File: src/csp_pkg.sv
// shared constants and types for the converter serial port
`default_nettype none
package csp_pkg;

  // ==========================================
  // register byte offsets
  localparam logic [11:0] CSP_OFS_CTRL_ONE = 12'h000;
  localparam logic [11:0] CSP_OFS_CTRL_TWO = 12'h004;
  localparam logic [11:0] CSP_OFS_STATUS = 12'h008;
  localparam logic [11:0] CSP_OFS_RX_BASE = 12'h010;
  localparam logic [11:0] CSP_OFS_TX_BASE = 12'h020;
  localparam logic [11:0] CSP_OFS_BUF_SPAN = 12'h010;

  // ==========================================
  // port_control_one fields
  localparam int CSP_C1_EN_POS = 0;
  localparam int CSP_C1_FSD_POS = 1;
  localparam int CSP_C1_IDLE_POS = 2;
  localparam int CSP_C1_MODE_POS = 4;
  localparam int CSP_C1_MODE_W = 2;
  localparam int CSP_C1_BCG_POS = 16;
  localparam int CSP_C1_BCG_W = 12;

  // ==========================================
  // port_control_two fields
  localparam int CSP_C2_BCKD_POS = 0;
  localparam int CSP_C2_WS_POS = 4;
  localparam int CSP_C2_WS_W = 4;
  localparam int CSP_C2_FC_POS = 8;
  localparam int CSP_C2_FC_W = 4;

  // ==========================================
  // status fields
  localparam int CSP_ST_ACTIVE_POS = 0;
  localparam int CSP_ST_PEND_POS = 1;
  localparam int CSP_ST_ADDR_POS = 4;
  localparam int CSP_ST_WC_POS = 8;
  localparam int CSP_ST_BC_POS = 16;
  localparam int CSP_ST_POS_POS = 24;

  // ==========================================
  // reset values
  localparam logic [11:0] CSP_RST_BCG = 12'h000;
  localparam logic [3:0] CSP_RST_WS = 4'hf;
  localparam logic [3:0] CSP_RST_FC = 4'h0;
  localparam logic [31:0] CSP_RD_ZERO = 32'h0000_0000;

  // ==========================================
  // frame timing
  localparam logic [4:0] CSP_AC_TAG_BITS = 5'h10;
  localparam logic [4:0] CSP_AC20_SLOT_BITS = 5'h14;
  localparam logic [4:0] CSP_FULL_WORD = 5'h10;
  localparam logic [7:0] CSP_AC_LAST_POS = 8'hff;
  localparam logic [7:0] CSP_AC_SYNC_HIGH = 8'h10;

  // ==========================================
  // frame sync modes
  typedef enum logic [1:0] {
    CSP_MODE_MULTI,
    CSP_MODE_I2S,
    CSP_MODE_AC16,
    CSP_MODE_AC20
  } csp_mode_e;

endpackage
`default_nettype wire

File: src/csp_converter_serial_port.sv
// framed serial port for audio codecs and converters, apb register slave
//
// Chosen here: the register offsets and the APB slave port.
`default_nettype none
// What this block does
// - bit clock pin drives out or takes in, chosen by bit_clock_direction
// - data out drives when sending, else zero or released per idle_output_mode
// - frame sync pin direction follows frame_sync_direction
// - received words of up to 16 bits stored left justified, unused low bits zero
// - short transmit words come from upper buffer bits, low bits ignored
// - one 16-bit shift register moves data in and out, msb first
// - 2-bit counter picks shadow words, 0 prefix receive, 1 prefix transmit
// - single address counter shared by transmit and receive
// - serial side uses shadow copies, software uses separate buffer words
// - clearing port_enable resets counters and stops the engine
// - while enabled the block owns direction and value of its pins
// - bit clock pin may run alone when its generator is on
// - word_size_field sets the period of the bit counter
// - word_size_field holds word length minus one, 1111 means 16
// - word size ignored in ac-link modes, slots fixed
// - frame_word_counter advances each time the bit counter wraps
// - frame length is word length times frame count plus one
// - ac-link ignores frame count, frame is 256 bit clocks
// - 2-bit mode picks multi-channel, i2s, ac-link 16 or ac-link 20
// - frame sync master when direction bit clear, slave when set
// - ac-link master sync high 16 bit clocks, low 240
// - slave multi-channel frame starts half a bit clock after sync seen high, on the next rise
module csp_converter_serial_port (
  input wire logic i_ref_clk,
  input wire logic i_srst,
  input wire logic i_psel,
  input wire logic i_penable,
  input wire logic i_pwrite,
  input wire logic [11:0] i_paddr,
  input wire logic [31:0] i_pwdata,
  input wire logic [3:0] i_pstrb,
  output logic o_pready,
  output logic [31:0] o_prdata,
  output logic o_pslverr,
  input wire logic i_serial_bit_clock,
  output logic o_serial_bit_clock,
  output logic o_serial_bit_clock_oe,
  input wire logic i_frame_sync_pin,
  output logic o_frame_sync_pin,
  output logic o_frame_sync_pin_oe,
  output logic o_serial_data_out,
  output logic o_serial_data_out_oe,
  input wire logic i_serial_data_in
);

  // ==========================================
  // state
  typedef struct packed {
    logic en;
    logic fsd;
    logic idle_mode;
    csp_pkg::csp_mode_e mode;
    logic [11:0] bcg;
    logic bckd;
    logic [3:0] ws;
    logic [3:0] fc;
    logic [11:0] div;
    logic gen_clk;
    logic ext_prev;
    logic active;
    logic pending;
    logic fs_prev;
    logic fs_out;
    logic dout;
    logic [4:0] bc;
    logic [3:0] wc;
    logic [7:0] pos;
    logic [1:0] addr;
    logic [15:0] sh;
    logic [7:0][15:0] shadow;
    logic [3:0][15:0] rx_cpu;
    logic [3:0][15:0] tx_cpu;
    logic [31:0] prdata;
  } csp_state_s;

  csp_state_s s_r;
  csp_state_s s_nxt;

  // ==========================================
  // functions
  function automatic logic addr_mapped(input logic [11:0] a);
    logic ok;
    ok = 1'b0;
    if (a[1:0] != 2'b00) begin
      ok = 1'b0;
    end else if (a == csp_pkg::CSP_OFS_CTRL_ONE || a == csp_pkg::CSP_OFS_CTRL_TWO) begin
      ok = 1'b1;
    end else if (a == csp_pkg::CSP_OFS_STATUS) begin
      ok = 1'b1;
    end else if (a >= csp_pkg::CSP_OFS_RX_BASE && a < csp_pkg::CSP_OFS_RX_BASE + csp_pkg::CSP_OFS_BUF_SPAN) begin
      ok = 1'b1;
    end else if (a >= csp_pkg::CSP_OFS_TX_BASE && a < csp_pkg::CSP_OFS_TX_BASE + csp_pkg::CSP_OFS_BUF_SPAN) begin
      ok = 1'b1;
    end
    return ok;
  endfunction

  function automatic logic [31:0] merge_strb(input logic [31:0] old_v, input logic [31:0] new_v,
                                             input logic [3:0] strb);
    logic [31:0] m;
    m = old_v;
    for (int b = 0; b < 4; b++) begin
      if (strb[b]) begin
        m[b*8 +: 8] = new_v[b*8 +: 8];
      end
    end
    return m;
  endfunction

  // word length decode
  function automatic logic [4:0] word_len(input csp_pkg::csp_mode_e m, input logic [3:0] ws,
                                          input logic [3:0] wc);
    logic [4:0] l;
    l = {1'b0, ws} + 5'h01;
    if (m == csp_pkg::CSP_MODE_AC16) begin
      l = csp_pkg::CSP_AC_TAG_BITS;
    end else if (m == csp_pkg::CSP_MODE_AC20) begin
      l = (wc == 4'h0) ? csp_pkg::CSP_AC_TAG_BITS : csp_pkg::CSP_AC20_SLOT_BITS;
    end
    return l;
  endfunction

  // left justify received bits
  function automatic logic [15:0] rx_justify(input logic [15:0] sh, input logic [4:0] wlen);
    logic [15:0] r;
    r = sh;
    if (wlen < csp_pkg::CSP_FULL_WORD) begin
      r = sh << (csp_pkg::CSP_FULL_WORD - wlen);
    end
    return r;
  endfunction

  // ==========================================
  // pin synchronisers
  logic [2:0] sync_q;
  logic ext_clk_s;
  logic fs_s;
  logic sdi_s;

  csp_sync2 #(
    .WIDTH(3)
  ) u_sync (
    .i_clk(i_ref_clk),
    .i_srst(i_srst),
    .i_d({i_serial_bit_clock, i_frame_sync_pin, i_serial_data_in}),
    .o_q(sync_q)
  );

  assign ext_clk_s = sync_q[2];
  assign fs_s = sync_q[1];
  assign sdi_s = sync_q[0];

  // ==========================================
  // decode
  logic gen_run;
  logic gen_tick;
  logic bclk_rise;
  logic bclk_fall;
  logic is_ac;
  logic [4:0] wlen;
  logic word_end;
  logic frame_end;
  logic [8:0] flen;
  logic apb_access;
  logic apb_setup;
  logic mapped;

  // generator runs on its own
  assign gen_run = (s_r.bcg != 12'h000);
  assign gen_tick = gen_run && (s_r.div == s_r.bcg);
  // edge source pick
  assign bclk_rise = s_r.bckd ? (ext_clk_s && !s_r.ext_prev) : (gen_tick && !s_r.gen_clk);
  assign bclk_fall = s_r.bckd ? (!ext_clk_s && s_r.ext_prev) : (gen_tick && s_r.gen_clk);
  assign is_ac = (s_r.mode == csp_pkg::CSP_MODE_AC16) || (s_r.mode == csp_pkg::CSP_MODE_AC20);
  assign wlen = word_len(s_r.mode, s_r.ws, s_r.wc);
  assign word_end = (s_r.bc == wlen - 5'h01);
  assign frame_end = is_ac ? (s_r.pos == csp_pkg::CSP_AC_LAST_POS) : (word_end && s_r.wc == s_r.fc);
  assign flen = 9'(wlen) * (9'(s_r.fc) + 9'h001);
  assign apb_access = i_psel && i_penable;
  assign apb_setup = i_psel && !i_penable;
  assign mapped = addr_mapped(i_paddr);

  // ==========================================
  // next state
  always_comb begin
    logic start;
    logic trig;
    logic [31:0] img;
    logic [31:0] wm;
    logic [1:0] bidx;
    start = 1'b0;
    trig = 1'b0;
    img = csp_pkg::CSP_RD_ZERO;
    wm = csp_pkg::CSP_RD_ZERO;
    bidx = i_paddr[3:2];
    s_nxt = s_r;

    if (gen_run) begin
      s_nxt.div = gen_tick ? 12'h000 : s_r.div + 12'h001;
      s_nxt.gen_clk = gen_tick ? !s_r.gen_clk : s_r.gen_clk;
    end else begin
      s_nxt.div = 12'h000;
      s_nxt.gen_clk = 1'b0;
    end
    s_nxt.ext_prev = ext_clk_s;

    if (!s_r.en) begin
      s_nxt.active = 1'b0;
      s_nxt.pending = 1'b0;
      s_nxt.fs_prev = 1'b0;
      s_nxt.fs_out = 1'b0;
      s_nxt.dout = 1'b0;
      s_nxt.bc = 5'h00;
      s_nxt.wc = 4'h0;
      s_nxt.pos = 8'h00;
      s_nxt.addr = 2'h0;
      s_nxt.sh = 16'h0000;
    end else begin
      if (bclk_rise) begin
        if (!s_r.active && (!s_r.fsd || s_r.pending)) begin
          start = 1'b1;
          s_nxt.active = 1'b1;
          s_nxt.pending = 1'b0;
        end
        if (s_r.active || start) begin
          if (s_r.bc == 5'h00) begin
            s_nxt.sh = s_r.shadow[{1'b1, s_r.addr}];
            s_nxt.dout = s_r.shadow[{1'b1, s_r.addr}][15];
          end else begin
            s_nxt.dout = (s_r.bc < csp_pkg::CSP_FULL_WORD) ? s_r.sh[15] : 1'b0;
          end
          case (s_r.mode)
            csp_pkg::CSP_MODE_MULTI: s_nxt.fs_out = (s_r.pos == 8'h00);
            csp_pkg::CSP_MODE_I2S: s_nxt.fs_out = ({s_r.pos, 1'b0} < flen);
            default: s_nxt.fs_out = (s_r.pos < csp_pkg::CSP_AC_SYNC_HIGH);
          endcase
        end
      end

      if (bclk_fall && s_r.active) begin
        s_nxt.sh = {s_r.sh[14:0], sdi_s};
        s_nxt.pos = frame_end ? 8'h00 : s_r.pos + 8'h01;
        if (word_end) begin
          s_nxt.shadow[{1'b0, s_r.addr}] = rx_justify({s_r.sh[14:0], sdi_s}, wlen);
          s_nxt.addr = s_r.addr + 2'h1;
          s_nxt.bc = 5'h00;
          s_nxt.wc = frame_end ? 4'h0 : s_r.wc + 4'h1;
          if (s_r.addr == 2'h3) begin
            for (int k = 0; k < 4; k++) begin
              s_nxt.rx_cpu[k] = s_nxt.shadow[k];
              s_nxt.shadow[4 + k] = s_r.tx_cpu[k];
            end
          end
        end else begin
          s_nxt.bc = s_r.bc + 5'h01;
        end
        if (frame_end && s_r.fsd) begin
          s_nxt.active = 1'b0;
        end
      end

      if (bclk_fall && s_r.fsd) begin
        trig = (s_r.mode == csp_pkg::CSP_MODE_I2S) ? (fs_s != s_r.fs_prev) : fs_s;
        s_nxt.fs_prev = fs_s;
        if (trig && (!s_r.active || frame_end)) begin
          s_nxt.pending = 1'b1;
        end
      end
    end

    // ==========================================
    // register read image
    if (i_paddr == csp_pkg::CSP_OFS_CTRL_ONE) begin
      img[csp_pkg::CSP_C1_EN_POS] = s_r.en;
      img[csp_pkg::CSP_C1_FSD_POS] = s_r.fsd;
      img[csp_pkg::CSP_C1_IDLE_POS] = s_r.idle_mode;
      img[csp_pkg::CSP_C1_MODE_POS +: csp_pkg::CSP_C1_MODE_W] = s_r.mode;
      img[csp_pkg::CSP_C1_BCG_POS +: csp_pkg::CSP_C1_BCG_W] = s_r.bcg;
    end else if (i_paddr == csp_pkg::CSP_OFS_CTRL_TWO) begin
      img[csp_pkg::CSP_C2_BCKD_POS] = s_r.bckd;
      img[csp_pkg::CSP_C2_WS_POS +: csp_pkg::CSP_C2_WS_W] = s_r.ws;
      img[csp_pkg::CSP_C2_FC_POS +: csp_pkg::CSP_C2_FC_W] = s_r.fc;
    end else if (i_paddr == csp_pkg::CSP_OFS_STATUS) begin
      img[csp_pkg::CSP_ST_ACTIVE_POS] = s_r.active;
      img[csp_pkg::CSP_ST_PEND_POS] = s_r.pending;
      img[csp_pkg::CSP_ST_ADDR_POS +: 2] = s_r.addr;
      img[csp_pkg::CSP_ST_WC_POS +: 4] = s_r.wc;
      img[csp_pkg::CSP_ST_BC_POS +: 5] = s_r.bc;
      img[csp_pkg::CSP_ST_POS_POS +: 8] = s_r.pos;
    end else if (mapped && i_paddr < csp_pkg::CSP_OFS_TX_BASE) begin
      img[15:0] = s_r.rx_cpu[bidx];
    end else if (mapped) begin
      img[15:0] = s_r.tx_cpu[bidx];
    end

    // ==========================================
    // apb read capture in setup phase
    if (apb_setup) begin
      s_nxt.prdata = img;
    end

    // apb write at access phase
    if (apb_access && i_pwrite && mapped) begin
      wm = merge_strb(img, i_pwdata, i_pstrb);
      if (i_paddr == csp_pkg::CSP_OFS_CTRL_ONE) begin
        s_nxt.en = wm[csp_pkg::CSP_C1_EN_POS];
        s_nxt.fsd = wm[csp_pkg::CSP_C1_FSD_POS];
        s_nxt.idle_mode = wm[csp_pkg::CSP_C1_IDLE_POS];
        s_nxt.mode = csp_pkg::csp_mode_e'(wm[csp_pkg::CSP_C1_MODE_POS +: csp_pkg::CSP_C1_MODE_W]);
        s_nxt.bcg = wm[csp_pkg::CSP_C1_BCG_POS +: csp_pkg::CSP_C1_BCG_W];
      end else if (i_paddr == csp_pkg::CSP_OFS_CTRL_TWO) begin
        s_nxt.bckd = wm[csp_pkg::CSP_C2_BCKD_POS];
        s_nxt.ws = wm[csp_pkg::CSP_C2_WS_POS +: csp_pkg::CSP_C2_WS_W];
        s_nxt.fc = wm[csp_pkg::CSP_C2_FC_POS +: csp_pkg::CSP_C2_FC_W];
      end else if (i_paddr >= csp_pkg::CSP_OFS_TX_BASE) begin
        s_nxt.tx_cpu[bidx] = wm[15:0];
      end
    end
  end

  // ==========================================
  // state register
  always_ff @(posedge i_ref_clk) begin
    if (i_srst) begin
      s_r <= '0;
      s_r.mode <= csp_pkg::CSP_MODE_MULTI;
      s_r.bcg <= csp_pkg::CSP_RST_BCG;
      s_r.ws <= csp_pkg::CSP_RST_WS;
      s_r.fc <= csp_pkg::CSP_RST_FC;
    end else begin
      s_r <= s_nxt;
    end
  end

  // ==========================================
  // bus outputs
  assign o_pready = 1'b1;
  assign o_prdata = s_r.prdata;
  assign o_pslverr = apb_access && !mapped;

  // ==========================================
  // pin outputs
  // bit clock pin
  assign o_serial_bit_clock = s_r.gen_clk;
  assign o_serial_bit_clock_oe = !s_r.bckd && (s_r.en || gen_run);
  assign o_frame_sync_pin = s_r.en && !s_r.fsd && s_r.fs_out;
  assign o_frame_sync_pin_oe = s_r.en && !s_r.fsd;
  assign o_serial_data_out = s_r.en && s_r.active && s_r.dout;
  assign o_serial_data_out_oe = s_r.en && (s_r.active || !s_r.idle_mode);

endmodule
`default_nettype wire

File: src/csp_sync2.sv
// two flip-flop synchroniser for pin inputs
`default_nettype none
module csp_sync2 #(
  parameter int WIDTH = 3
) (
  input wire logic i_clk,
  input wire logic i_srst,
  input wire logic [WIDTH-1:0] i_d,
  output logic [WIDTH-1:0] o_q
);

  logic [WIDTH-1:0] meta_r;
  logic [WIDTH-1:0] hold_r;

  // ==========================================
  // two stages
  always_ff @(posedge i_clk) begin
    if (i_srst) begin
      meta_r <= '0;
      hold_r <= '0;
    end else begin
      meta_r <= i_d;
      hold_r <= meta_r;
    end
  end

  assign o_q = hold_r;

endmodule
`default_nettype wire
File: config.mk
export PLATFORM = sky130hd
export DESIGN_NAME = csp_converter_serial_port
export DESIGN_NICKNAME = d
export VERILOG_FILES = /design/src/csp_pkg.sv /design/src/csp_converter_serial_port.sv /design/src/csp_sync2.sv
export SDC_FILE = /design/constraint.sdc
export NUM_CORES = 1
export LEC_CHECK = 0
export ABC_CLOCK_PERIOD_IN_PS = 6500
export BUFFER_PORTS_ARGS = -buffer_cell sky130_fd_sc_hd__buf_2
export CAP_MARGIN = 20
export CORE_MARGIN = 10
export CORE_UTILIZATION = 61
export DETAILED_ROUTE_END_ITERATION = 10
export GPL_ROUTABILITY_DRIVEN = 1
export PLACE_DENSITY = 0.88
export SLEW_MARGIN = 40
export SYNTH_ARGS = -nofsm -noshare
export SYNTH_HDL_FRONTEND = slang
export SYNTH_SLANG_ARGS = --single-unit
File: constraint.sdc
create_clock -name i_ref_clk -period 6.5 [get_ports i_ref_clk]
set_input_delay 0.65 -clock i_ref_clk [delete_from_list [all_inputs] [get_ports i_ref_clk]]
set_output_delay 0.65 -clock i_ref_clk [all_outputs]
set_load 0.05 [all_outputs]
* After elaboration in Yosys (flattened, before gate mapping)
Index checks and enable logic that the tools add are counted.
** Word-level totals
- Output and inout port bits :: 40
- Bits in registers :: 374
** Cells by class
- Add/sub/neg operators :: 9
- Multipliers :: 1
- Equality and inequality tests :: 11
- Bitwise logic cells :: 4
- Reductions and logical operators :: 64
- Order comparisons :: 13
- Muxes and demuxes :: 79
- Shifts and indexed selects :: 1
** Operator list (number)
- $mux 16 :: 14
- $mux 208 :: 1
- $mux 192 :: 1
- $bwmux 128 :: 1
- $mux 64 :: 2
- $bmux 16 s2 :: 3
- $mux 8 :: 9
- $bwmux 64 :: 1
- $demux 16 s2 :: 2
- $logic_and 1x1->1 :: 27
- $mux 5 :: 5
- $lt 12x6->1 const B :: 2
- $mux 4 :: 6
- $mux 1 :: 19
- $mux 2 :: 8
- $shl 16x5->16 :: 1
- $add 12x1->12 const B :: 1
- $eq 12x12->1 :: 1
- $eq 12x3->1 const B :: 1
- $eq 12x4->1 const B :: 1
- $ge 12x5->1 const B :: 1
- $ge 12x6->1 const B :: 1
- $logic_not 12->1 :: 1
- $mux 3 :: 4
- 38 further kinds :: 69

* Depth between registers and ports, before layout
Gate-level depths: netlist of the first run.
- Depth after elaboration :: 15
- Gate-level depth with buffers :: 22
- Gate-level depth less buffers :: 21

* Cells and area by module
A second synthesis of the first run with hierarchy kept.
** Second synthesis, totals
- Cells, all modules :: 2091
- Area total of the unflattened synthesis :: 18233.7 um2
** Modules (own cells, without submodules)
- csp_converter_serial_port :: area each 18076.1 um2, cells each 2079, times used 1
- csp_sync2 :: area each 157.7 um2, cells each 12, times used 1

* Least setup slack after synthesis of the first run
Ideal clock, no wire load.
- Kind :: flip-flop to flip-flop
- Start :: register s_r[364] (netlist bit)
- End :: register s_r[324] (netlist bit)
- Setup time :: 0.074 ns
- Clock period less this slack :: 5.316 ns
- Arrival :: 5.242 ns
- Cell stages (with the launch flop) :: 21
- Slack :: 1.184 ns
- Path through :: dfxtp_1 -> buf_2 -> nor2_1 -> clkinv_1 -> clkbuf_1 -> or2_2 -> fa_1 -> fa_1 -> fa_1 -> inv_1 -> ha_1 -> a21oi_1 -> nor2_1 -> nor2_1 -> xnor2_1 -> ha_1 -> a21o_1 -> a211oi_1 -> a21oi_1 -> or4b_2 -> a31oi_1
** On the way
- Word-level cells in the longest chain between the ends :: 6
- Elaborated cells on any way between the ends :: 9
- Classes of those cells :: mul (1); order compare (1); eq/ne (3); mux (3); reduce/logical (1)
** Ends and longest elaborated chain
- start, declared :: line csp_converter_serial_port.sv:81 : csp_state_s s_r;
- start signal, assigned :: line csp_converter_serial_port.sv:336 : s_r <= s_nxt;
- $eq 2x2->1 :: line csp_converter_serial_port.sv:122 : end else if (m == csp_pkg::CSP_MODE_AC20) begin
- $mux 5 :: line csp_converter_serial_port.sv:122
- $mux 5 :: line csp_converter_serial_port.sv:120 : if (m == csp_pkg::CSP_MODE_AC16) begin
- $mul 5x5->9 :: line csp_converter_serial_port.sv:183 : assign flen = 9'(wlen) * (9'(s_r.fc) + 9'h001);
- $lt 9x9->1 :: line csp_converter_serial_port.sv:239 : csp_pkg::CSP_MODE_I2S: s_nxt.fs_out = ({s_r.pos, 1'b0} < flen);
- $pmux 1 s2 (*) :: line csp_converter_serial_port.sv:237 : case (s_r.mode)
Mark *: on every way between the ends. The rest lies on a longest branch, timed or not.
A chain may end at the register's enable or synchronous reset.

* Worst setup path in the final report of the first run
- Start :: register s_r[346] (netlist bit)
- End :: register s_r[324] (netlist bit)
** On the way
- Word-level cells in the longest chain between the ends :: 6
** Ends and longest elaborated chain
- $add 4x1->5 :: line csp_converter_serial_port.sv:119 : l = {1'b0, ws} + 5'h01;
- $mux 5 :: line csp_converter_serial_port.sv:122
- $mux 5 :: line csp_converter_serial_port.sv:120
- $mul 5x5->9 :: line csp_converter_serial_port.sv:183
- $lt 9x9->1 :: line csp_converter_serial_port.sv:239
- $pmux 1 s2 :: line csp_converter_serial_port.sv:237
Every way passes these cells.

==> impl_metrics.prom, run 1 <==
# TYPE chip_impl_metric gauge
chip_impl_info{name="outcome",value="completed"} 1
chip_impl_metric{name="yosys_synthesis_warning_count",unit=""} 0
chip_impl_metric{name="clock_latency",unit="ns"} 0.54
chip_impl_metric{name="critPathMaxFanout",unit=""} 8
chip_impl_metric{name="ir_worst_vdd",unit="mV"} 0.261
chip_impl_metric{name="slew-limit-headroom",unit=""} 0.452
chip_impl_metric{name="die-area",unit="sq um"} 37200
chip_impl_info{name="tritoncts",value="yes"} 1
chip_impl_metric{name="async_reset_ff_frac",unit=""} 0
chip_impl_metric{name="worst_setup_slack_after_layout",unit="ns"} 0.782
chip_impl_metric{name="finalSetupViolCount",unit=""} 0
chip_impl_metric{name="synth_largest_type_area_fraction",unit=""} 0.393
chip_impl_metric{name="global_route.usage.total",unit=""} 0.261
chip_impl_metric{name="combinational_fraction_of_design_power",unit=""} 0.039
chip_impl_metric{name="drt_iter0_markers",unit=""} 1852
chip_impl_metric{name="drt-total-wl",unit="mm"} 50.2
chip_impl_metric{name="holdBufCountCts",unit=""} 0
chip_impl_metric{name="hold_depth",unit=""} 2
chip_impl_metric{name="critPathBufInv",unit=""} 1
chip_impl_metric{name="cts-buffers-inserted",unit=""} 36
chip_impl_info{name="setup.worst_path.start_class",value="flip-flop"} 1
chip_impl_metric{name="tightest_slew",unit="ns"} 0.812
chip_impl_metric{name="synth.ff_latch_count",unit=""} 358
chip_impl_metric{name="antenna-diode-count",unit=""} 0
chip_impl_metric{name="final_gp_congestion",unit=""} 0.930
chip_impl_metric{name="dieHeight",unit="microns"} 193
chip_impl_metric{name="clock_power_share",unit=""} 0.469
chip_impl_metric{name="cts-root-to-sink-buffers",unit=""} 3
chip_impl_metric{name="switching_power",unit="mW"} 1.02
chip_impl_info{name="crit_chain",value="ha_1, xor2_1, o211ai_4, or2_2, fa_1, fa_1, fa_1, inv_1, ha_1, a21oi_1, o21bai_1, a21oi_1, xor2_1, ha_1, o21a_1, o21ai_0, a21oi_1, or4b_2, a31oi_1"} 1
chip_impl_metric{name="timing.hold.ws",unit="ns"} 0.348
chip_impl_info{name="origin_of_the_worst_min_delay_path",value="i_serial_bit_clock"} 1
chip_impl_metric{name="worst_path_clk_slew",unit="ns"} 0.06
chip_impl_info{name="min_path_type",value="input pin to flip-flop"} 1
chip_impl_metric{name="floorplan.core_area",unit="sq um"} 29600
chip_impl_metric{name="dp_hpwl",unit="mm"} 33.5
chip_impl_metric{name="syn_avg_cell_area",unit="sq um"} 8.78
chip_impl_metric{name="grt_overflow_total",unit=""} 0
chip_impl_info{name="synth_top_area_cell",value="sky130_fd_sc_hd__dfxtp_1"} 1
chip_impl_metric{name="firstDrtPassIters",unit=""} 8
chip_impl_metric{name="syn_inst",unit=""} 2077
chip_impl_metric{name="grt_pass1_vias",unit=""} 15200
chip_impl_metric{name="post_drt_wl_per_cell",unit="microns"} 20.4
chip_impl_info{name="r2r_end",value="s_r[324]"} 1
chip_impl_metric{name="synth_enable_flop_cells",unit=""} 0
chip_impl_metric{name="quantity_of_i_o_buffers_inserted_on_ports",unit=""} 90
chip_impl_metric{name="post-place-ws",unit="ns"} 0.814
chip_impl_metric{name="final_net_count",unit=""} 2150
chip_impl_metric{name="fp.dieW",unit="microns"} 193
chip_impl_metric{name="setup_tns",unit="ns"} 0
chip_impl_info{name="synth_top_cells_by_area",value="sky130_fd_sc_hd__dfxtp_1 39%, sky130_fd_sc_hd__mux2i_1 7.7%, sky130_fd_sc_hd__nor2_1 6.3%, sky130_fd_sc_hd__mux4_2 5.9%, sky130_fd_sc_hd__a21oi_1 5.5%"} 1
chip_impl_metric{name="drc",unit=""} 0
chip_impl_info{name="slowest_stage",value="sky130_fd_sc_hd__or4b_2"} 1
chip_impl_metric{name="start_util",unit=""} 0.617
chip_impl_metric{name="intPower",unit="mW"} 3.47
chip_impl_metric{name="setup.reg_to_reg.worst_slack",unit="ns"} 0.78
chip_impl_metric{name="cp.arrival",unit="ns"} 6.17
chip_impl_metric{name="syn_area",unit="sq um"} 18200
chip_impl_metric{name="antenna_left",unit=""} 0
chip_impl_metric{name="post_synth_num_cell_types",unit=""} 78
chip_impl_metric{name="largest_net_degree_at_the_start_of_global_routing",unit=""} 144
chip_impl_info{name="yosys_most_used_dff",value="sky130_fd_sc_hd__dfxtp_1"} 1
chip_impl_metric{name="cts.sinks",unit=""} 358
chip_impl_metric{name="power.leakage",unit="nW"} 6.99
chip_impl_metric{name="areaGrowthSynthToFinish",unit="%"} 8.41
chip_impl_info{name="worst_r2r_startpoint",value="s_r[346]"} 1
chip_impl_metric{name="fillCellCount",unit=""} 2167
chip_impl_metric{name="max_stage_delay",unit="ns"} 0.61
chip_impl_info{name="setup_repair_after_global_routing_missed_its_margin",value="no"} 1
chip_impl_metric{name="placementRows",unit=""} 63
chip_impl_info{name="clock_tree.root_cell",value="sky130_fd_sc_hd__clkbuf_16"} 1
chip_impl_metric{name="timing.fmax",unit="GHz"} 0.175
chip_impl_metric{name="post-cts-setup-buffer-count",unit=""} 0
chip_impl_metric{name="ioPinCount",unit=""} 96
chip_impl_metric{name="route.detailed.vias_per_inst",unit=""} 6.39
chip_impl_metric{name="global_route_wire_length_before_repair",unit="mm"} 78.9
chip_impl_metric{name="vias",unit=""} 15700
chip_impl_metric{name="synth.yosys.seq_area_share",unit=""} 0.393
chip_impl_info{name="critical_path_class",value="flip-flop to flip-flop"} 1
chip_impl_metric{name="maxCapViolCount",unit=""} 0
chip_impl_metric{name="p_per_area",unit="nW/um^2"} 227
chip_impl_metric{name="pwr-share-seq",unit=""} 0.492
chip_impl_metric{name="finalClockSkew",unit="ns"} 0.0237
chip_impl_metric{name="final_layout_size_suffix_gt1_frac",unit=""} 0.135
chip_impl_metric{name="layout_worst_path_cycle_share",unit=""} 0.880
chip_impl_info{name="critical_path.top_delay_family",value="adder cells"} 1
chip_impl_metric{name="final-max-slew-violation-count",unit=""} 0
chip_impl_metric{name="finalCriticalPeriod",unit="ns"} 5.72
chip_impl_metric{name="power.share.switching",unit=""} 0.227
chip_impl_info{name="synth.most_common_cell",value="sky130_fd_sc_hd__dfxtp_1"} 1
chip_impl_info{name="critPathCaptureType",value="flip-flop"} 1
chip_impl_metric{name="r2r_cells",unit=""} 19
chip_impl_metric{name="postCtsResizedCells",unit=""} 0
chip_impl_metric{name="antenna_violations_before_repair",unit=""} 0
chip_impl_info{name="hold_path_end",value="u_sync.meta_r[2]"} 1
chip_impl_metric{name="mappedNetlistNets",unit=""} 2181
chip_impl_metric{name="worst-endpoint-required",unit="ns"} 6.95
chip_impl_metric{name="h-tree-depth",unit=""} 2
chip_impl_metric{name="final-hold-violation-count",unit=""} 0
chip_impl_info{name="post_synth_most_frequent_cells",value="358 x sky130_fd_sc_hd__dfxtp_1, 308 x sky130_fd_sc_hd__nor2_1, 264 x sky130_fd_sc_hd__nand2_1"} 1
-- kinds of logic (layout without fill, tap and decap cells) --
family / after synthesis / count (layout) / synth area share
mux: 203 / 203 / 0.146
flops: 358 / 358 / 0.393
buf+inv: 222 / 214 / 0.0576
fa+ha+maj: 48 / 48 / 0.0362
xor+xnor: 59 / 59 / 0.0305
other cells: 1 / 1 / 0.000206
compound gates: 445 / 445 / 0.159
simple gates: 741 / 741 / 0.177
-- layer usage --
metal,global-route usage,vias to the layer above,routed length (microns)
met3,0.0441,215,4060
met5,0,-,0
met2,0.427,827,23900
met4,0.157,0,3080
li1,-,7158,-
met1,0.317,7505,19200
-- flip-flops by register name (all words and copies together) (netlist names) --
register,count
u_sync.o_q,3
o_serial_bit_clock,1
o_prdata,32
u_sync.meta_r,3
s_r,319
-- stage by stage --
| step | power [mW] | instances | utilization | instance area, sq um |
|---|---|---|---|---|
| 3_5_place_dp | 2.42 | 2396 | 0.626 | 18500 |
| 2_1_floorplan | 2.38 | 2077 | - | 18200 |
| 3_3_place_gp | 2.42 | 2394 | 0.625 | 18500 |
| 5_1_grt | 4.59 | 2459 | 0.669 | 19800 |
| 6_report | 4.48 | 2459 | 0.669 | 19800 |
| 4_1_cts | 4.48 | 2457 | 0.667 | 19700 |
-- worst max-delay path by stage --
stage / startpoint / cells past startpoint / to / slack [ns]
after global routing: s_r[346] / 19 / s_r[324] / 0.53
after detailed placement: s_r[346] / 18 / s_r[324] / 0.81
after floorplan: s_r[364] / 20 / s_r[324] / 1.18
final: s_r[346] / 19 / s_r[324] / 0.78
after global placement: s_r[346] / 19 / s_r[324] / 0.96
after CTS: s_r[346] / 19 / s_r[324] / 0.79
-- power by group through the flow --
stage / registers (mW) / clock network [mW] / logic, mW
floorplan: 2.25 / 0 / 0.125
global placement: 2.26 / 0 / 0.163
detailed placement: 2.26 / 0 / 0.166
CTS: 2.21 / 2.11 / 0.166
global route: 2.21 / 2.20 / 0.183
finish: 2.21 / 2.10 / 0.173
-- area by class of cell --
cell class	instances	area [sq um]	area share
clock inverters	14	190	0.00962
well taps	390	488	0.0247
repair buffers	117	712	0.0360
clock buffers	47	1000	0.0508
inverters	36	135	0.00683
multi-input cells	1497	10100	0.510
flip-flops and latches	358	7170	0.362
-- worst register-to-register path, cell delays in order, from the launching register on --
cell,delay (ns)
sky130_fd_sc_hd__dfxtp_1,0.44
sky130_fd_sc_hd__ha_1,0.31
sky130_fd_sc_hd__xor2_1,0.41
sky130_fd_sc_hd__o211ai_4,0.21
sky130_fd_sc_hd__or2_2,0.34
sky130_fd_sc_hd__fa_1,0.48
sky130_fd_sc_hd__fa_1,0.52
sky130_fd_sc_hd__fa_1,0.54
sky130_fd_sc_hd__inv_1,0.04
sky130_fd_sc_hd__ha_1,0.33
sky130_fd_sc_hd__a21oi_1,0.22
sky130_fd_sc_hd__o21bai_1,0.09
sky130_fd_sc_hd__a21oi_1,0.19
sky130_fd_sc_hd__xor2_1,0.18
sky130_fd_sc_hd__ha_1,0.26
sky130_fd_sc_hd__o21a_1,0.11
sky130_fd_sc_hd__o21ai_0,0.15
sky130_fd_sc_hd__a21oi_1,0.05
sky130_fd_sc_hd__or4b_2,0.61
sky130_fd_sc_hd__a31oi_1,0.17
-- placed cells by master (no fill, tap or decap), types with 13 or more instances in the layout --
cell	n
sky130_fd_sc_hd__dfxtp_1	358
sky130_fd_sc_hd__a211oi_1	42
sky130_fd_sc_hd__buf_4	23
sky130_fd_sc_hd__nand2_1	262
sky130_fd_sc_hd__nand2b_1	16
sky130_fd_sc_hd__xor2_1	22
sky130_fd_sc_hd__nand3_1	26
sky130_fd_sc_hd__a211o_1	22
sky130_fd_sc_hd__a21oi_1	200
sky130_fd_sc_hd__nor3_1	24
sky130_fd_sc_hd__xnor2_1	34
sky130_fd_sc_hd__clkbuf_16	37
sky130_fd_sc_hd__o21ai_0	36
sky130_fd_sc_hd__buf_2	89
sky130_fd_sc_hd__o211ai_1	25
sky130_fd_sc_hd__nor2_1	308
sky130_fd_sc_hd__mux4_2	48
sky130_fd_sc_hd__mux2i_1	141
sky130_fd_sc_hd__nand4_1	20
sky130_fd_sc_hd__inv_1	35
sky130_fd_sc_hd__nand3b_1	14
sky130_fd_sc_hd__o21a_1	23
sky130_fd_sc_hd__mux2_2	13
sky130_fd_sc_hd__ha_1	39
Power figures use the tool's default switching activity.
==> run 2, diff against run 1 <==
Settings changed: PLACE_DENSITY 0.88 to 0.9.
==> run 2 against run 1 <==
  * Hold slack worse by 0.0095 ns
  * Utilization grew 0.24 points
  * Largest power group is now the clock network
  * First-iteration DRC count is 2.9% lower
  * Cell area up 0.35%
  * Combinational power barely moved
  * Die area unchanged
  * Total power rose by 3.2%
  * Sequential share of layout area is 0.13 points lower
  * Clock-buffer cell count fell by 1
  * Critical path depth is the same
  * Clock power up 7%
  * Non-clock buffer count shrank 1
  * Highest routed layer is now met5
==> impl_metrics.prom, run 2 (synthesis results as in run 1) <==
# TYPE chip_impl_metric gauge
chip_impl_metric{name="largest_reg_flops",unit=""} 319
chip_impl_info{name="crit_chain",value="ha_1, xor2_1, o211ai_4, or2_2, fa_1, fa_1, fa_1, inv_1, ha_1, a21oi_1, nor2_1, nor2_1, xnor2_1, ha_1, a21o_1, a211oi_1, a21oi_1, or4b_2, a31oi_1"} 1
chip_impl_metric{name="route.detailed.vias_per_inst",unit=""} 6.51
chip_impl_metric{name="p_per_area",unit="nW/um^2"} 233
chip_impl_metric{name="global_route_wire_length_before_repair",unit="mm"} 80.7
chip_impl_metric{name="floorplan.core_area",unit="sq um"} 29600
chip_impl_info{name="worst_r2r_startpoint",value="s_r[346]"} 1
chip_impl_metric{name="layoutNonFillerInstCount",unit=""} 2455
chip_impl_metric{name="clock_power_share",unit=""} 0.485
chip_impl_info{name="min_path_type",value="input pin to flip-flop"} 1
chip_impl_info{name="layout.cells.most_common",value="sky130_fd_sc_hd__dfxtp_1"} 1
chip_impl_metric{name="cts-root-to-sink-buffers",unit=""} 3
chip_impl_metric{name="vias",unit=""} 16000
chip_impl_metric{name="dieHeight",unit="microns"} 193
chip_impl_info{name="outcome",value="completed"} 1
chip_impl_metric{name="antenna_violations_before_repair",unit=""} 0
chip_impl_metric{name="cts.sinks",unit=""} 358
chip_impl_metric{name="final_layout_size_suffix_gt1_frac",unit=""} 0.135
chip_impl_metric{name="ir_worst_vdd",unit="mV"} 0.223
chip_impl_metric{name="finalClockSkew",unit="ns"} 0.0317
chip_impl_metric{name="post-cts-setup-buffer-count",unit=""} 0
chip_impl_metric{name="h-tree-depth",unit=""} 2
chip_impl_metric{name="layout_worst_path_cycle_share",unit=""} 0.882
chip_impl_metric{name="final-max-slew-violation-count",unit=""} 0
chip_impl_info{name="setup_repair_after_global_routing_missed_its_margin",value="no"} 1
chip_impl_metric{name="largest_net_degree_at_the_start_of_global_routing",unit=""} 218
chip_impl_metric{name="final_gp_congestion",unit=""} 0.948
chip_impl_metric{name="worst_path_clk_slew",unit="ns"} 0.06
chip_impl_metric{name="pwr-share-seq",unit=""} 0.477
chip_impl_metric{name="placement.cell_area",unit="sq um"} 18500
chip_impl_metric{name="final-hold-violation-count",unit=""} 0
chip_impl_metric{name="areaGrowthSynthToFinish",unit="%"} 8.80
chip_impl_metric{name="setup_tns",unit="ns"} 0
chip_impl_metric{name="die-area",unit="sq um"} 37200
chip_impl_metric{name="power.leakage",unit="nW"} 7.03
chip_impl_info{name="tritoncts",value="yes"} 1
chip_impl_metric{name="holdBufCountCts",unit=""} 0
chip_impl_info{name="slowest_stage",value="sky130_fd_sc_hd__or4b_2"} 1
chip_impl_metric{name="timing.hold.ws",unit="ns"} 0.338
chip_impl_metric{name="ioPinCount",unit=""} 96
chip_impl_metric{name="max_stage_delay",unit="ns"} 0.61
chip_impl_metric{name="dp_hpwl",unit="mm"} 33.1
chip_impl_metric{name="placementRows",unit=""} 63
chip_impl_metric{name="grt_overflow_total",unit=""} 0
chip_impl_metric{name="drc",unit=""} 0
chip_impl_metric{name="global_route.usage.total",unit=""} 0.267
chip_impl_metric{name="grt_pass1_vias",unit=""} 15500
chip_impl_metric{name="start_util",unit=""} 0.617
chip_impl_metric{name="post_drt_wl_per_cell",unit="microns"} 21.1
chip_impl_metric{name="tightest_slew",unit="ns"} 0.949
chip_impl_info{name="origin_of_the_worst_min_delay_path",value="i_frame_sync_pin"} 1
chip_impl_info{name="clock_tree.root_cell",value="sky130_fd_sc_hd__clkbuf_16"} 1
chip_impl_info{name="critPathCaptureType",value="flip-flop"} 1
chip_impl_metric{name="drt-total-wl",unit="mm"} 51.7
chip_impl_info{name="max_flop_register",value="s_r"} 1
chip_impl_metric{name="dpl.cell_count",unit=""} 2396
chip_impl_metric{name="critPathMaxFanout",unit=""} 8
chip_impl_metric{name="power.share.switching",unit=""} 0.222
chip_impl_metric{name="intPower",unit="mW"} 3.60
chip_impl_metric{name="slew-limit-headroom",unit=""} 0.359
chip_impl_metric{name="antenna_left",unit=""} 0
chip_impl_info{name="final_cell_mix",value="358 x sky130_fd_sc_hd__dfxtp_1, 308 x sky130_fd_sc_hd__nor2_1, 262 x sky130_fd_sc_hd__nand2_1"} 1
chip_impl_info{name="critical_path.top_delay_family",value="adder cells"} 1
chip_impl_metric{name="antenna-diode-count",unit=""} 0
chip_impl_metric{name="critPathBufInv",unit=""} 1
chip_impl_metric{name="quantity_of_i_o_buffers_inserted_on_ports",unit=""} 90
chip_impl_metric{name="finalSetupViolCount",unit=""} 0
chip_impl_metric{name="clock_latency",unit="ns"} 0.55
chip_impl_metric{name="timing.fmax",unit="GHz"} 0.174
chip_impl_metric{name="final_net_count",unit=""} 2149
chip_impl_metric{name="cp.arrival",unit="ns"} 6.20
chip_impl_metric{name="drt_iter0_markers",unit=""} 1798
chip_impl_metric{name="finalCriticalPeriod",unit="ns"} 5.74
chip_impl_metric{name="worst-endpoint-required",unit="ns"} 6.96
chip_impl_metric{name="firstDrtPassIters",unit=""} 7
chip_impl_metric{name="switching_power",unit="mW"} 1.03
chip_impl_metric{name="cts-buffers-inserted",unit=""} 36
chip_impl_metric{name="fillCellCount",unit=""} 2051
chip_impl_metric{name="combinational_fraction_of_design_power",unit=""} 0.038
chip_impl_metric{name="fp.dieW",unit="microns"} 193
chip_impl_metric{name="postCtsResizedCells",unit=""} 0
chip_impl_metric{name="maxCapViolCount",unit=""} 0
chip_impl_info{name="setup.worst_path.start_class",value="flip-flop"} 1
chip_impl_metric{name="total_non_filler_cell_area_in_the_finished_layout",unit="sq um"} 19800
chip_impl_info{name="startpoint",value="s_r[346]"} 1
chip_impl_info{name="critical_path_class",value="flip-flop to flip-flop"} 1
-- run 2: changes by cell type in the layout (fill, tap and decap cells not counted), moves of 2 or more --
| cell | previous run | this run |
|---|---|---|
| sky130_fd_sc_hd__bufinv_16 | 3 | 6 |
| sky130_fd_sc_hd__clkbuf_1 | 6 | 3 |
| sky130_fd_sc_hd__clkbuf_8 | 4 | 7 |
| sky130_fd_sc_hd__o311ai_0 | 2 | 5 |
| sky130_fd_sc_hd__o311ai_1 | 3 | 0 |
| sky130_fd_sc_hd__clkinv_2 | 6 | 4 |
| sky130_fd_sc_hd__clkinvlp_4 | 2 | 0 |
-- run 2: cell type report --
type	count	area [sq um]	area share
Multi-Input combinational cell	1497	10100	0.508
Sequential cell	358	7170	0.361
Clock buffer	46	1020	0.0514
Timing Repair Buffer	116	711	0.0358
Tap cell	390	488	0.0246
Clock inverter	12	246	0.0124
Inverter	36	135	0.00681
-- run 2: power groups by stage --
stage	Sequential [mW]	Combinational [mW]	Clock [mW]
floorplan	2.25	0.125	0
global placement	2.26	0.162	0
detailed placement	2.26	0.167	0
CTS	2.21	0.170	2.24
global route	2.21	0.185	2.33
finish	2.21	0.176	2.25
-- run 2: layer usage --
layer  vias to the layer above  part of all wire  GRT usage
li1                       7157                 -          -
met1                      7590              0.37      0.317
met2                       958              0.47      0.435
met3                       268             0.092     0.0544
met4                         2             0.064      0.168
met5                         -            0.0015     0.0146
-- run 2: metrics by stage --
step / total power [mW] / worst slack [ns] / util
floorplan: 2.38 / 1.18 / -
global placement: 2.42 / 0.937 / 0.625
detailed placement: 2.42 / 0.793 / 0.627
CTS: 4.61 / 0.775 / 0.670
global route: 4.72 / 0.435 / 0.671
finish: 4.63 / 0.764 / 0.671
-- run 2: path summary, 6_finish.rpt --
| kind | end | slack [ns] | depth (start not counted) |
|---|---|---|---|
| min reg2reg | u_sync.o_q[2] | 0.44 | 1 |
| max | s_r[324] | 0.76 | 19 |
| min | u_sync.meta_r[1] | 0.34 | 2 |
| max reg2reg | s_r[324] | 0.76 | 19 |
